==> config.mk <==
export PLATFORM = sky130hd
export DESIGN_NAME = stereo_audio_serial_port
export DESIGN_NICKNAME = d
export VERILOG_FILES = /design/src/common/audio_pkg.sv /design/src/stereo_audio_serial_port.sv
export SDC_FILE = /design/constraint.sdc
export NUM_CORES = 1
export LEC_CHECK = 0
export BUFFER_PORTS_ARGS = -buffer_cell sky130_fd_sc_hd__buf_2
export CORE_MARGIN = 2
export CORE_UTILIZATION = 37
export CTS_CLUSTER_DIAMETER = 80
export CTS_CLUSTER_SIZE = 8
export DETAILED_ROUTE_END_ITERATION = 6
export SYNTH_ARGS = -nofsm -noshare
export SYNTH_HDL_FRONTEND = slang
export SYNTH_SLANG_ARGS = --single-unit
==> constraint.sdc <==
create_clock -name i_mclk -period 13.1 [get_ports i_mclk]
set_clock_uncertainty 0.1 [all_clocks]
set_input_delay 1.31 -clock i_mclk [delete_from_list [all_inputs] [get_ports i_mclk]]
set_output_delay 1.31 -clock i_mclk [all_outputs]
set_load 0.1 [all_outputs]
==> src/common/audio_pkg.sv <==
// Purpose: Shared constants and types for the stereo audio serial port
// Assumes: 32-bit register port, byte addresses, one word per register
// Notes:   Fifo index 0/1 = transmit left/right, 2/3 = receive left/right
package audio_pkg;

	// One register port request, sampled on the rising clock edge
	typedef struct packed {
		logic [7:0]  addr;
		logic [31:0] wdata;
		logic        wr;
		logic        rd;
	} bus_req_s;

	// Register byte offsets
	localparam logic [7:0] CTRL_OFS  = 8'h00;
	localparam logic [7:0] FRAME_OFS = 8'h04;
	localparam logic [7:0] DIV_OFS   = 8'h08;
	localparam logic [7:0] STAT_OFS  = 8'h0c;
	localparam logic [7:0] MASK_OFS  = 8'h10;
	localparam logic [7:0] LEVEL_OFS = 8'h14;
	localparam logic [7:0] TXL16_OFS = 8'h20;
	localparam logic [7:0] TXR16_OFS = 8'h24;
	localparam logic [7:0] TXL24_OFS = 8'h28;
	localparam logic [7:0] TXR24_OFS = 8'h2c;
	localparam logic [7:0] TXIL_OFS  = 8'h30;
	localparam logic [7:0] TXL2_OFS  = 8'h34;
	localparam logic [7:0] TXR2_OFS  = 8'h38;
	localparam logic [7:0] RXL16_OFS = 8'h40;
	localparam logic [7:0] RXR16_OFS = 8'h44;
	localparam logic [7:0] RXL24_OFS = 8'h48;
	localparam logic [7:0] RXR24_OFS = 8'h4c;
	localparam logic [7:0] RXIL_OFS  = 8'h50;
	localparam logic [7:0] RXL2_OFS  = 8'h54;
	localparam logic [7:0] RXR2_OFS  = 8'h58;

	// Control field positions and reset values
	localparam int          CTRL_TX_EN = 0;
	localparam int          CTRL_RX_EN = 1;
	localparam int          CTRL_RX_MS = 2;
	localparam int          CTRL_WL_LO = 3;
	localparam logic [4:0]  CTRL_RST   = 5'h00;
	localparam logic [5:0]  FRAME_RST  = 6'h1f;
	localparam logic [7:0]  DIV_RST    = 8'h03;

	// Word length codes and lengths
	localparam logic [1:0]  WL16 = 2'h0;
	localparam logic [1:0]  WL18 = 2'h1;
	localparam logic [1:0]  WL20 = 2'h2;
	localparam logic [4:0]  LEN16 = 5'h10;
	localparam logic [4:0]  LEN18 = 5'h12;
	localparam logic [4:0]  LEN20 = 5'h14;
	localparam logic [4:0]  LEN24 = 5'h18;

	// Event bit positions inside each fifo's five-bit group
	localparam int EV_UNDER = 0;
	localparam int EV_OVER  = 1;
	localparam int EV_FULL  = 2;
	localparam int EV_HALF  = 3;
	localparam int EV_NEMP  = 4;
	localparam int EV_W     = 5;

	// Fifo geometry
	localparam int         NFIFO      = 4;
	localparam logic [3:0] FIFO_DEPTH = 4'h4;
	localparam logic [2:0] FIFO_HALF  = 3'h2;

endpackage

==> src/stereo_audio_serial_port.sv <==
// Purpose: Stereo audio serial port, transmit and receive, with sample fifos
// Assumes: Link pins sampled by i_mclk; bit clock half period >= 3 mclk
// Notes:   Bit clock made by dividing i_mclk, shared by transmit and receive master
//
// The implementer's own choices: the strobed register port and the register offsets.
`timescale 1ns/1ps
module stereo_audio_serial_port (
	input  wire logic               i_mclk,      // System clock
	input  wire logic               i_resetn,    // Synchronous reset, low
	input  wire audio_pkg::bus_req_s i_bus,      // Register request
	output logic [31:0]             o_rdata,     // Read data, cycle after
	output logic                    o_irq,       // Interrupt level
	output logic [3:0]              o_dma_req,   // DMA request per fifo
	output logic                    o_tx_sck,    // Transmit bit clock
	output logic                    o_tx_ws,     // Transmit word select
	output logic                    o_tx_sd,     // Transmit data
	input  wire logic               i_rx_sck_i,  // Receive bit clock in
	output logic                    o_rx_sck_o,  // Receive bit clock out
	output logic                    o_rx_sck_oe, // Receive bit clock enable
	input  wire logic               i_rx_ws_i,   // Receive word select in
	output logic                    o_rx_ws_o,   // Receive word select out
	output logic                    o_rx_ws_oe,  // Receive word select enable
	input  wire logic               i_rx_sd      // Receive data
);
	import audio_pkg::*;

	// Word length decode, used by both directions
	function automatic logic [4:0] wl_len(input logic [1:0] code);
		return (code == WL16) ? LEN16 : (code == WL18) ? LEN18 :
			(code == WL20) ? LEN20 : LEN24;
	endfunction

	// Room for n more entries
	function automatic logic fits(input logic [2:0] c, input logic [1:0] n);
		return ({1'b0, c} + {2'h0, n}) <= FIFO_DEPTH;
	endfunction

	// At least n entries held
	function automatic logic holds(input logic [2:0] c, input logic [1:0] n);
		return c >= {1'b0, n};
	endfunction

	// Registers
	logic [4:0]  ctrl_q;                // Enables, mode, word length
	logic [5:0]  frame_q;               // Bits per half period minus one
	logic [7:0]  div_q;                 // Mclk cycles per bit clock half, minus one
	logic [19:0] stat_q;                // Sticky events
	logic [19:0] mask_q;                // Interrupt mask
	logic [19:0] level;                 // Live fifo flags
	logic [19:0] ev;                    // Event inputs to status
	logic [31:0] rdata_d;               // Read mux

	// Fifo storage and pointers
	logic [23:0] mem_q [NFIFO][4];      // Sample storage
	logic [1:0]  wp_q  [NFIFO];         // Write pointers
	logic [1:0]  rp_q  [NFIFO];         // Read pointers
	logic [2:0]  cnt_q [NFIFO];         // Fill counts
	logic [1:0]  push_n [NFIFO];        // Entries pushed this cycle
	logic [1:0]  pop_n  [NFIFO];        // Entries popped this cycle
	logic [23:0] din0 [NFIFO];          // First pushed word
	logic [23:0] din1 [NFIFO];          // Second pushed word
	logic [23:0] head0 [NFIFO];         // Oldest entry
	logic [23:0] head1 [NFIFO];         // Next oldest

	// Bus request fields
	wire logic [7:0]  a  = i_bus.addr;
	wire logic [31:0] w  = i_bus.wdata;
	wire logic        wr = i_bus.wr;
	wire logic        rd = i_bus.rd;

	// Control fields
	wire logic       tx_en = ctrl_q[CTRL_TX_EN];
	wire logic       rx_en = ctrl_q[CTRL_RX_EN];
	wire logic       rx_ms = ctrl_q[CTRL_RX_MS];
	wire logic [4:0] wlen  = wl_len(ctrl_q[CTRL_WL_LO +: 2]);

	// Transmit sample writes: count wanted per channel
	wire logic       is_txil = (a == TXIL_OFS);
	wire logic [1:0] txl_want = (a == TXL16_OFS || a == TXL24_OFS || is_txil) ? 2'h1 :
		(a == TXL2_OFS) ? 2'h2 : 2'h0;
	wire logic [1:0] txr_want = (a == TXR16_OFS || a == TXR24_OFS || is_txil) ? 2'h1 :
		(a == TXR2_OFS) ? 2'h2 : 2'h0;
	// Interleaved pair only goes in whole; a write with no room is dropped
	wire logic       il_room = fits(cnt_q[0], 2'h1) && fits(cnt_q[1], 2'h1);
	wire logic       txl_ok = wr && (is_txil ? il_room : fits(cnt_q[0], txl_want));
	wire logic       txr_ok = wr && (is_txil ? il_room : fits(cnt_q[1], txr_want));

	// Receive sample reads: count wanted per channel
	wire logic       is_rxil = (a == RXIL_OFS);
	wire logic [1:0] rxl_want = (a == RXL16_OFS || a == RXL24_OFS || is_rxil) ? 2'h1 :
		(a == RXL2_OFS) ? 2'h2 : 2'h0;
	wire logic [1:0] rxr_want = (a == RXR16_OFS || a == RXR24_OFS || is_rxil) ? 2'h1 :
		(a == RXR2_OFS) ? 2'h2 : 2'h0;
	wire logic       il_avail = holds(cnt_q[2], 2'h1) && holds(cnt_q[3], 2'h1);
	wire logic       rxl_ok = rd && (is_rxil ? il_avail : holds(cnt_q[2], rxl_want));
	wire logic       rxr_ok = rd && (is_rxil ? il_avail : holds(cnt_q[3], rxr_want));

	// Bit clock generator state
	logic       gen_en;                 // Generator running
	logic [7:0] dcnt_q;                 // Divider count
	logic       sck_q;                  // Generated bit clock
	logic       ws_q;                   // Generated word select
	logic [5:0] bcnt_q;                 // Bit within half period
	logic       tick;                   // Bit clock edge due
	logic       fall;                   // Falling bit clock edge
	logic       half_start;             // New half period begins
	logic       new_ch;                 // Channel of the new half, 1 = right

	// Transmit datapath
	logic [23:0] txw_q;                 // Word in flight
	logic        sd_q;                  // Serial data flop
	logic        tx_load;               // Fetch at half start
	logic        tx_empty;              // Needed fifo is empty
	logic [23:0] tx_next;               // Word for the coming bit
	logic [5:0]  nb;                    // Next bit number
	logic [5:0]  idx;                   // Bit index from the LSB end

	// Receive datapath
	logic [1:0]  sck_s, ws_s, sd_s;     // Pin synchronisers
	logic        rsck_prev_q;           // Last seen receive clock
	logic        rws_last_q;            // Word select at last rising edge
	logic        armed_q;               // First change to the left half seen
	logic [23:0] rsh_q;                 // Receive shift register
	logic        rsck, rws, rrise;      // Selected clock, select, rise
	logic        rx_done;               // Word complete this cycle
	logic [23:0] rx_word;               // Completed word, masked

	// Generator runs for transmit or receive master
	assign gen_en     = tx_en || (rx_en && rx_ms);
	assign tick       = (dcnt_q == div_q);
	assign fall       = tick && sck_q;
	assign half_start = fall && (bcnt_q == frame_q);
	assign new_ch     = ~ws_q;

	// Divider, bit clock and word select; select changes on falling edge
	always_ff @(posedge i_mclk) begin
		if (!i_resetn || !gen_en) begin
			dcnt_q <= 8'h00;
			sck_q  <= 1'b0;
			ws_q   <= 1'b0;
			bcnt_q <= 6'h00;
		end else begin
			dcnt_q <= tick ? 8'h00 : dcnt_q + 8'h01;
			sck_q  <= sck_q ^ tick;
			ws_q   <= ws_q ^ half_start;
			if (fall)
				bcnt_q <= half_start ? 6'h00 : bcnt_q + 6'h01;
		end
	end

	// Transmit fetch; an empty fifo sends silence
	assign tx_empty = new_ch ? (cnt_q[1] == 3'h0) : (cnt_q[0] == 3'h0);
	assign tx_load  = half_start && tx_en;
	assign tx_next  = !half_start ? txw_q : tx_empty ? 24'h000000 :
		(new_ch ? head0[1] : head0[0]);
	assign nb       = half_start ? 6'h00 : bcnt_q + 6'h01;
	assign idx      = frame_q - nb;

	// Data shifts MSB first, word ends at the select change
	always_ff @(posedge i_mclk) begin
		if (!i_resetn || !tx_en) begin
			txw_q <= 24'h000000;
			sd_q  <= 1'b0;
		end else if (fall) begin
			txw_q <= tx_next;
			// Bits ahead of the word are padded with zero
			sd_q  <= ({1'b0, wlen} > idx) && tx_next[idx[4:0]];
		end
	end

	assign o_tx_sck = sck_q;
	assign o_tx_ws  = ws_q;
	assign o_tx_sd  = sd_q;

	// Receive pins pass two flops before use
	always_ff @(posedge i_mclk) begin
		if (!i_resetn) begin
			sck_s <= 2'h0;
			ws_s  <= 2'h0;
			sd_s  <= 2'h0;
		end else begin
			sck_s <= {sck_s[0], i_rx_sck_i};
			ws_s  <= {ws_s[0], i_rx_ws_i};
			sd_s  <= {sd_s[0], i_rx_sd};
		end
	end

	// Master uses own clocks, slave the synchronised pins
	assign rsck  = rx_ms ? sck_q : sck_s[1];
	assign rws   = rx_ms ? ws_q : ws_s[1];
	assign rrise = rx_en && rsck && !rsck_prev_q;
	// Select change seen at a rising edge closes the previous word
	assign rx_done = rrise && (rws != rws_last_q) && armed_q;
	assign rx_word = rsh_q & ~(24'hffffff << wlen);

	// Receive shifter; capture opens at the first left half after enable
	always_ff @(posedge i_mclk) begin
		if (!i_resetn || !rx_en) begin
			rsck_prev_q <= 1'b0;
			rws_last_q  <= 1'b0;
			armed_q     <= 1'b0;
			rsh_q       <= 24'h000000;
		end else begin
			rsck_prev_q <= rsck;
			if (rrise) begin
				rws_last_q <= rws;
				armed_q    <= armed_q || (rws != rws_last_q && !rws); // Pin may idle high
				rsh_q      <= (rws != rws_last_q) ? {23'h000000, sd_s[1]} :
					{rsh_q[22:0], sd_s[1]};
			end
		end
	end

	assign o_rx_sck_o  = sck_q;
	assign o_rx_sck_oe = rx_ms;
	assign o_rx_ws_o   = ws_q;
	assign o_rx_ws_oe  = rx_ms;

	// Fifo inputs: bus fills transmit, link fills receive
	assign push_n[0] = txl_ok ? txl_want : 2'h0;
	assign push_n[1] = txr_ok ? txr_want : 2'h0;
	assign din0[0]   = (a == TXL24_OFS) ? w[23:0] : {8'h00, w[15:0]};
	assign din1[0]   = {8'h00, w[31:16]};
	assign din0[1]   = (a == TXR24_OFS) ? w[23:0] :
		is_txil ? {8'h00, w[31:16]} : {8'h00, w[15:0]};
	assign din1[1]   = {8'h00, w[31:16]};
	assign pop_n[0]  = {1'b0, tx_load && !new_ch && !tx_empty};
	assign pop_n[1]  = {1'b0, tx_load && new_ch && !tx_empty};
	assign push_n[2] = {1'b0, rx_done && !rws_last_q && fits(cnt_q[2], 2'h1)};
	assign push_n[3] = {1'b0, rx_done && rws_last_q && fits(cnt_q[3], 2'h1)};
	assign din0[2]   = rx_word;
	assign din0[3]   = rx_word;
	assign din1[2]   = 24'h000000;
	assign din1[3]   = 24'h000000;
	assign pop_n[2]  = rxl_ok ? rxl_want : 2'h0;
	assign pop_n[3]  = rxr_ok ? rxr_want : 2'h0;

	// Four identical fifos, one per channel and direction
	for (genvar f = 0; f < NFIFO; f++) begin : g_fifo
		assign head0[f] = mem_q[f][rp_q[f]];
		assign head1[f] = mem_q[f][rp_q[f] + 2'h1];

		// Storage, no reset needed
		always_ff @(posedge i_mclk) begin
			if (push_n[f] != 2'h0)
				mem_q[f][wp_q[f]] <= din0[f];
			if (push_n[f] == 2'h2)
				mem_q[f][wp_q[f] + 2'h1] <= din1[f];
		end

		// Pointers and count; depth four stereo samples
		always_ff @(posedge i_mclk) begin
			if (!i_resetn) begin
				wp_q[f]  <= 2'h0;
				rp_q[f]  <= 2'h0;
				cnt_q[f] <= 3'h0;
			end else begin
				wp_q[f]  <= wp_q[f] + push_n[f];
				rp_q[f]  <= rp_q[f] + pop_n[f];
				cnt_q[f] <= cnt_q[f] + {1'b0, push_n[f]} - {1'b0, pop_n[f]};
			end
		end

		// Live flags per channel
		assign level[f*EV_W + EV_UNDER] = 1'b0;
		assign level[f*EV_W + EV_OVER]  = 1'b0;
		assign level[f*EV_W + EV_FULL]  = ({1'b0, cnt_q[f]} == FIFO_DEPTH);
		assign level[f*EV_W + EV_HALF]  = (cnt_q[f] >= FIFO_HALF);
		assign level[f*EV_W + EV_NEMP]  = (cnt_q[f] != 3'h0);
		assign ev[f*EV_W +: EV_W] = level[f*EV_W +: EV_W] |
			(f < 2 ? {4'h0, tx_load && tx_empty && (new_ch == (f == 1))} :
			{3'h0, rx_done && (rws_last_q == (f == 3)) && !fits(cnt_q[f], 2'h1), 1'b0});
		// Transmit asks for space, receive for data
		assign o_dma_req[f] = (f < 2) ? fits(cnt_q[f], 2'h1) : level[f*EV_W + EV_NEMP];
	end

	// Register writes; an event wins over its own clear
	always_ff @(posedge i_mclk) begin
		if (!i_resetn) begin
			ctrl_q  <= CTRL_RST;
			frame_q <= FRAME_RST;
			div_q   <= DIV_RST;
			stat_q  <= 20'h00000;
			mask_q  <= 20'h00000;
		end else begin
			if (wr && a == CTRL_OFS)
				ctrl_q <= w[4:0];
			if (wr && a == FRAME_OFS)
				frame_q <= w[5:0];
			if (wr && a == DIV_OFS)
				div_q <= w[7:0];
			if (wr && a == MASK_OFS)
				mask_q <= w[19:0];
			stat_q <= (stat_q & ~((wr && a == STAT_OFS) ? w[19:0] : 20'h00000)) | ev;
		end
	end

	// Read mux; receive data words pop as they are read
	assign rdata_d =
		(a == CTRL_OFS)  ? {27'h0000000, ctrl_q} :
		(a == FRAME_OFS) ? {26'h0000000, frame_q} :
		(a == DIV_OFS)   ? {24'h000000, div_q} :
		(a == STAT_OFS)  ? {12'h000, stat_q} :
		(a == MASK_OFS)  ? {12'h000, mask_q} :
		(a == LEVEL_OFS) ? {12'h000, level} :
		(a == RXL16_OFS && rxl_ok) ? {16'h0000, head0[2][15:0]} :
		(a == RXR16_OFS && rxr_ok) ? {16'h0000, head0[3][15:0]} :
		(a == RXL24_OFS && rxl_ok) ? {8'h00, head0[2]} :
		(a == RXR24_OFS && rxr_ok) ? {8'h00, head0[3]} :
		(is_rxil && rxl_ok) ? {head0[3][15:0], head0[2][15:0]} :
		(a == RXL2_OFS && rxl_ok) ? {head1[2][15:0], head0[2][15:0]} :
		(a == RXR2_OFS && rxr_ok) ? {head1[3][15:0], head0[3][15:0]} :
		32'h00000000;

	// Read data stands only in the cycle after the strobe
	always_ff @(posedge i_mclk) begin
		if (!i_resetn)
			o_rdata <= 32'h00000000;
		else
			o_rdata <= rd ? rdata_d : 32'h00000000;
	end

	assign o_irq = |(stat_q & mask_q);
endmodule

==> summary.txt <==
Final layout
  – Fin util: between 40% and 50%
  – Fill cell count: 6678
  – Final #Nets: approximately 2.2k
  – Area delta synth->final: 14.2%
  – Highest-count cells in the layout ignoring fill and taps: edfxtp_1 (384), dfxtp_1 (185), nand2_1 (170)
  – Commonest non-fill, non-tap cell in the layout: edfxtp_1
  – Final cell count without fillers: 3147
  – Fraction of layout cells with a size suffix above 1: a little under a quarter

Hold path
  – Worst Hold Depth: 1
  – Hold Startpoint: ws_s[0]
  – Hold path endpoint: ws_s[1]
  – Path category of the worst min-delay check: reg2reg

Yosys
  – Mean Syn Cell Area: 13.1 um^2
  – Post-synthesis sequential area ratio: 57.0%
  – Synth Cell Area: 27000 um^2
  – Synth cell types: 84
  – Seq cells post-synth: a little under 600
  – Primary FF master, synth: edfxtp_1
  – Number of flops mapped to enable cells by yosys: about 380
  – Syn Inst Count: approximately 2.1k
  – Synth async-reset ratio: 0%
  – Yosys warning total: 0
  – Syn nets: 2161

GRT
  – Vias in the first global route: 17.5k
  – Initial antenna violation count: 6
  – Remaining Overflow, GRT: 0
  – GRT Overall Usage: roughly 19%
  – Largest net degree at the start of global routing: slightly below 100
  – First-pass GRT wire length: ~110000 um

Clock network
  – Clock buffer depth: 3
  – Clock tree root buffer cell: clkbuf_16
  – CTS Sinks: 577
  – Total CTS buffers: slightly above 80
  – Postcts setup bufs: 0
  – H-Tree Depth: 3
  – Post-cts gate resize count: 0
  – Later-pin clock latency in the skew report: between 0.6 and 0.7 ns
  – CTS tree: done
  – CTS Hold Bufs: 0
  – Clock-pin transition on the worst setup and hold timing paths: 0.05 ns

Power and ir drop
  – Total leakage power: about 10 nW
  – Pwr/cell area: between 100 and 150 nW/um^2
  – Max IR drop VDD: approximately 98 uV

Floorplan
  – Initial core utilization: approximately 37%
  – Std-Cell Rows: 99
  – Core ar.: approximately 73000 um^2
  – IO Count: slightly above 90
  – Die area: 75200 um^2
  – DIE HEIGHT: ~270 um
  – Die width: between 200 and 300 um

Place
  – GP Congestion: around 0.87
  – Placed cells: 3006
  – Port-buffer cells: 90
  – Dpl hpwl: around 48000 um

STA
  – Fmax: ~160 MHz
  – Final Slew Violations: 0
  – Setup TNS: 0 ns
  – Worst-Margin Slew: roughly 1.4 ns
  – Fin crit share: roughly 47%
  – Slew headroom: under 10%
  – Final Hold Fails: 0
  – Final setup viols: 0
  – Min Tclk post-route: roughly 6.1 ns
  – Unrepaired setup endpoints after global routing: no

Routing
  – Final wirelength: roughly 73000 um
  – Wire per inst: ~23 um
  – Initial DRT Pass Iterations: 5
  – Post-route ant nets: 0
  – Via density: roughly 5.5
  – First DRT Iteration DRCs: 1487
  – DRC violations left: 0
  – Vias: between 15k and 20k

Critical path
  – CP Class: in2reg
  – CP arrival: 6.25 ns
  – CP Data Required Time: 13.22 ns
  – Critical Path Sink Type: flip-flop
  – Reg2Reg Depth: 20
  – R2r startpoint: dcnt_q[0]
  – Worst reg2reg setup slack: roughly 8.0 ns
  – Startpoint types: primary input
  – FF-to-FF End: o_tx_sd
  – CP max FO: 33

Flow run
  – Max cap viols: 0

Outcome
  – Status: complete, no violations
-- flip-flops by register name (all words and copies together) (netlist names), 2 cells and up --
name,flops
bcnt_q,6
cnt_q,12
ctrl_q,5
dcnt_q,8
div_q,8
frame_q,6
mask_q,20
mem_q,384
o_rdata,32
rp_q,8
rsh_q,24
sck_s,2
sd_s,2
stat_q,20
txw_q,24
wp_q,8
ws_s,2
-- final cells by class --
class                      instances  area, um^2  share of cell area, %
antenna                            1        2.50                0.00811
clock buffer                     132        2250                   7.29
clock inverter                     8         204                  0.661
inverter                          44         165                  0.536
multi-input combinational       1296       10900                   35.2
sequential                       577       15400                   49.9
tap                              959        1200                   3.89
timing repair buffer             130         751                   2.43
-- stage by stage --
| stage | area (um^2) | total power [mW] | setup slack (ns) | hold slack, ns |
|---|---|---|---|---|
| 5_1_grt | 30800 | 4.15 | 6.71 | 0.347 |
| 2_1_floorplan | 27000 | 2.03 | 6.89 | 0.312 |
| 6_report | 30800 | 4.02 | 6.98 | 0.335 |
| 3_5_place_dp | 28400 | 2.06 | 6.41 | 0.324 |
| 3_3_place_gp | 28400 | 2.06 | 6.49 | 0.325 |
| 4_1_cts | 30800 | 4.06 | 7.05 | 0.339 |
-- cells by family (layout without fill, tap and decap cells) --
family	Yosys count	count (layout)	share of synthesized area, %
XOR/XNOR	49	49	1.59
AND/OR/NAND/NOR	566	566	10.7
flip-flops	577	577	57.0
AO/OA/AOI/OAI	322	322	8.13
adder cells (fa/ha/maj)	47	47	2.37
buffers and inverters	194	314	3.04
multiplexers	312	312	17.2
other	0	1	0
-- where the power goes --
group	total (mW)	switching (mW)	internal, mW
Sequential	1.93	0.00274	1.93
Combinational	0.0940	0.0598	0.0342
Clock	1.99	0.811	1.18
Total	4.02	0.874	3.15
-- worst max-delay path by stage --
stage          slack [ns]  cells past startpoint       from           end
2_1_floorplan        6.89                     18  i_bus[37]  mem_q[1][72]
3_3_place_gp         6.49                     17  i_bus[35]  mem_q[0][94]
3_5_place_dp         6.41                     17  i_bus[35]  mem_q[0][94]
4_1_cts              7.05                     17  i_bus[35]  mem_q[0][92]
5_1_grt              6.71                     17  i_bus[35]  mem_q[0][92]
6_report             6.98                     17  i_bus[35]  mem_q[0][92]
-- worst max-delay path, cell delays in order --
cell,delay (ns)
buf_2,0.14
nor3_1,0.67
nand2_1,0.22
nor3_2,0.19
buf_4,0.30
a21o_1,0.15
ha_1,0.18
inv_1,0.06
fa_1,0.50
nor2b_1,0.17
o21ai_0,0.10
a21oi_1,0.15
o21a_2,0.18
nand2_4,0.09
inv_2,0.07
and3_1,0.90
a21o_1,0.86
-- synthesized netlist by cell type, types with 5 or more instances --
cell type / number / area (um^2)
nor3_1: 14 / 70.1
mux2_4: 28 / 420
a221oi_1: 7 / 61.3
fa_1: 7 / 140
a21oi_1: 100 / 500
a21boi_0: 36 / 270
mux2_2: 118 / 1330
buf_2: 28 / 140
or2_2: 6 / 37.5
edfxtp_1: 384 / 11500
xor2_1: 18 / 158
a22o_1: 7 / 61.3
nand3_1: 65 / 325
o221ai_1: 5 / 43.8
buf_4: 9 / 67.6
dfxtp_1: 193 / 3860
nand2b_1: 9 / 56.3
clkbuf_1: 97 / 364
o21a_1: 7 / 52.6
inv_1: 42 / 158
a221o_1: 7 / 70.1
nand2_1: 170 / 638
o2bb2ai_1: 7 / 61.3
o22ai_1: 28 / 175
mux2i_1: 59 / 591
a222oi_1: 5 / 50.1
nor2b_1: 36 / 225
and2b_1: 8 / 60.1
nor3b_1: 5 / 37.5
mux2_1: 10 / 113
and2_1: 117 / 732
nor2_1: 91 / 342
a21o_1: 8 / 60.1
xnor2_1: 31 / 272
a211oi_1: 14 / 105
nand4_1: 5 / 31.3
a22oi_1: 21 / 158
o21ai_0: 35 / 175
and3_1: 18 / 113
ha_1: 40 / 500
buf_1: 12 / 45.0
mux4_2: 97 / 2180
-- metal layers --
layer | GRT usage, % | wire (um) | share of wire [%]
met5 | 0 | 34 | 0.047
met4 | 7.88 | 2770 | 3.8
met3 | 4.33 | 5090 | 7.0
met2 | 31.4 | 34400 | 47
met1 | 25.5 | 30600 | 42
(Power assumes the default switching activity.)
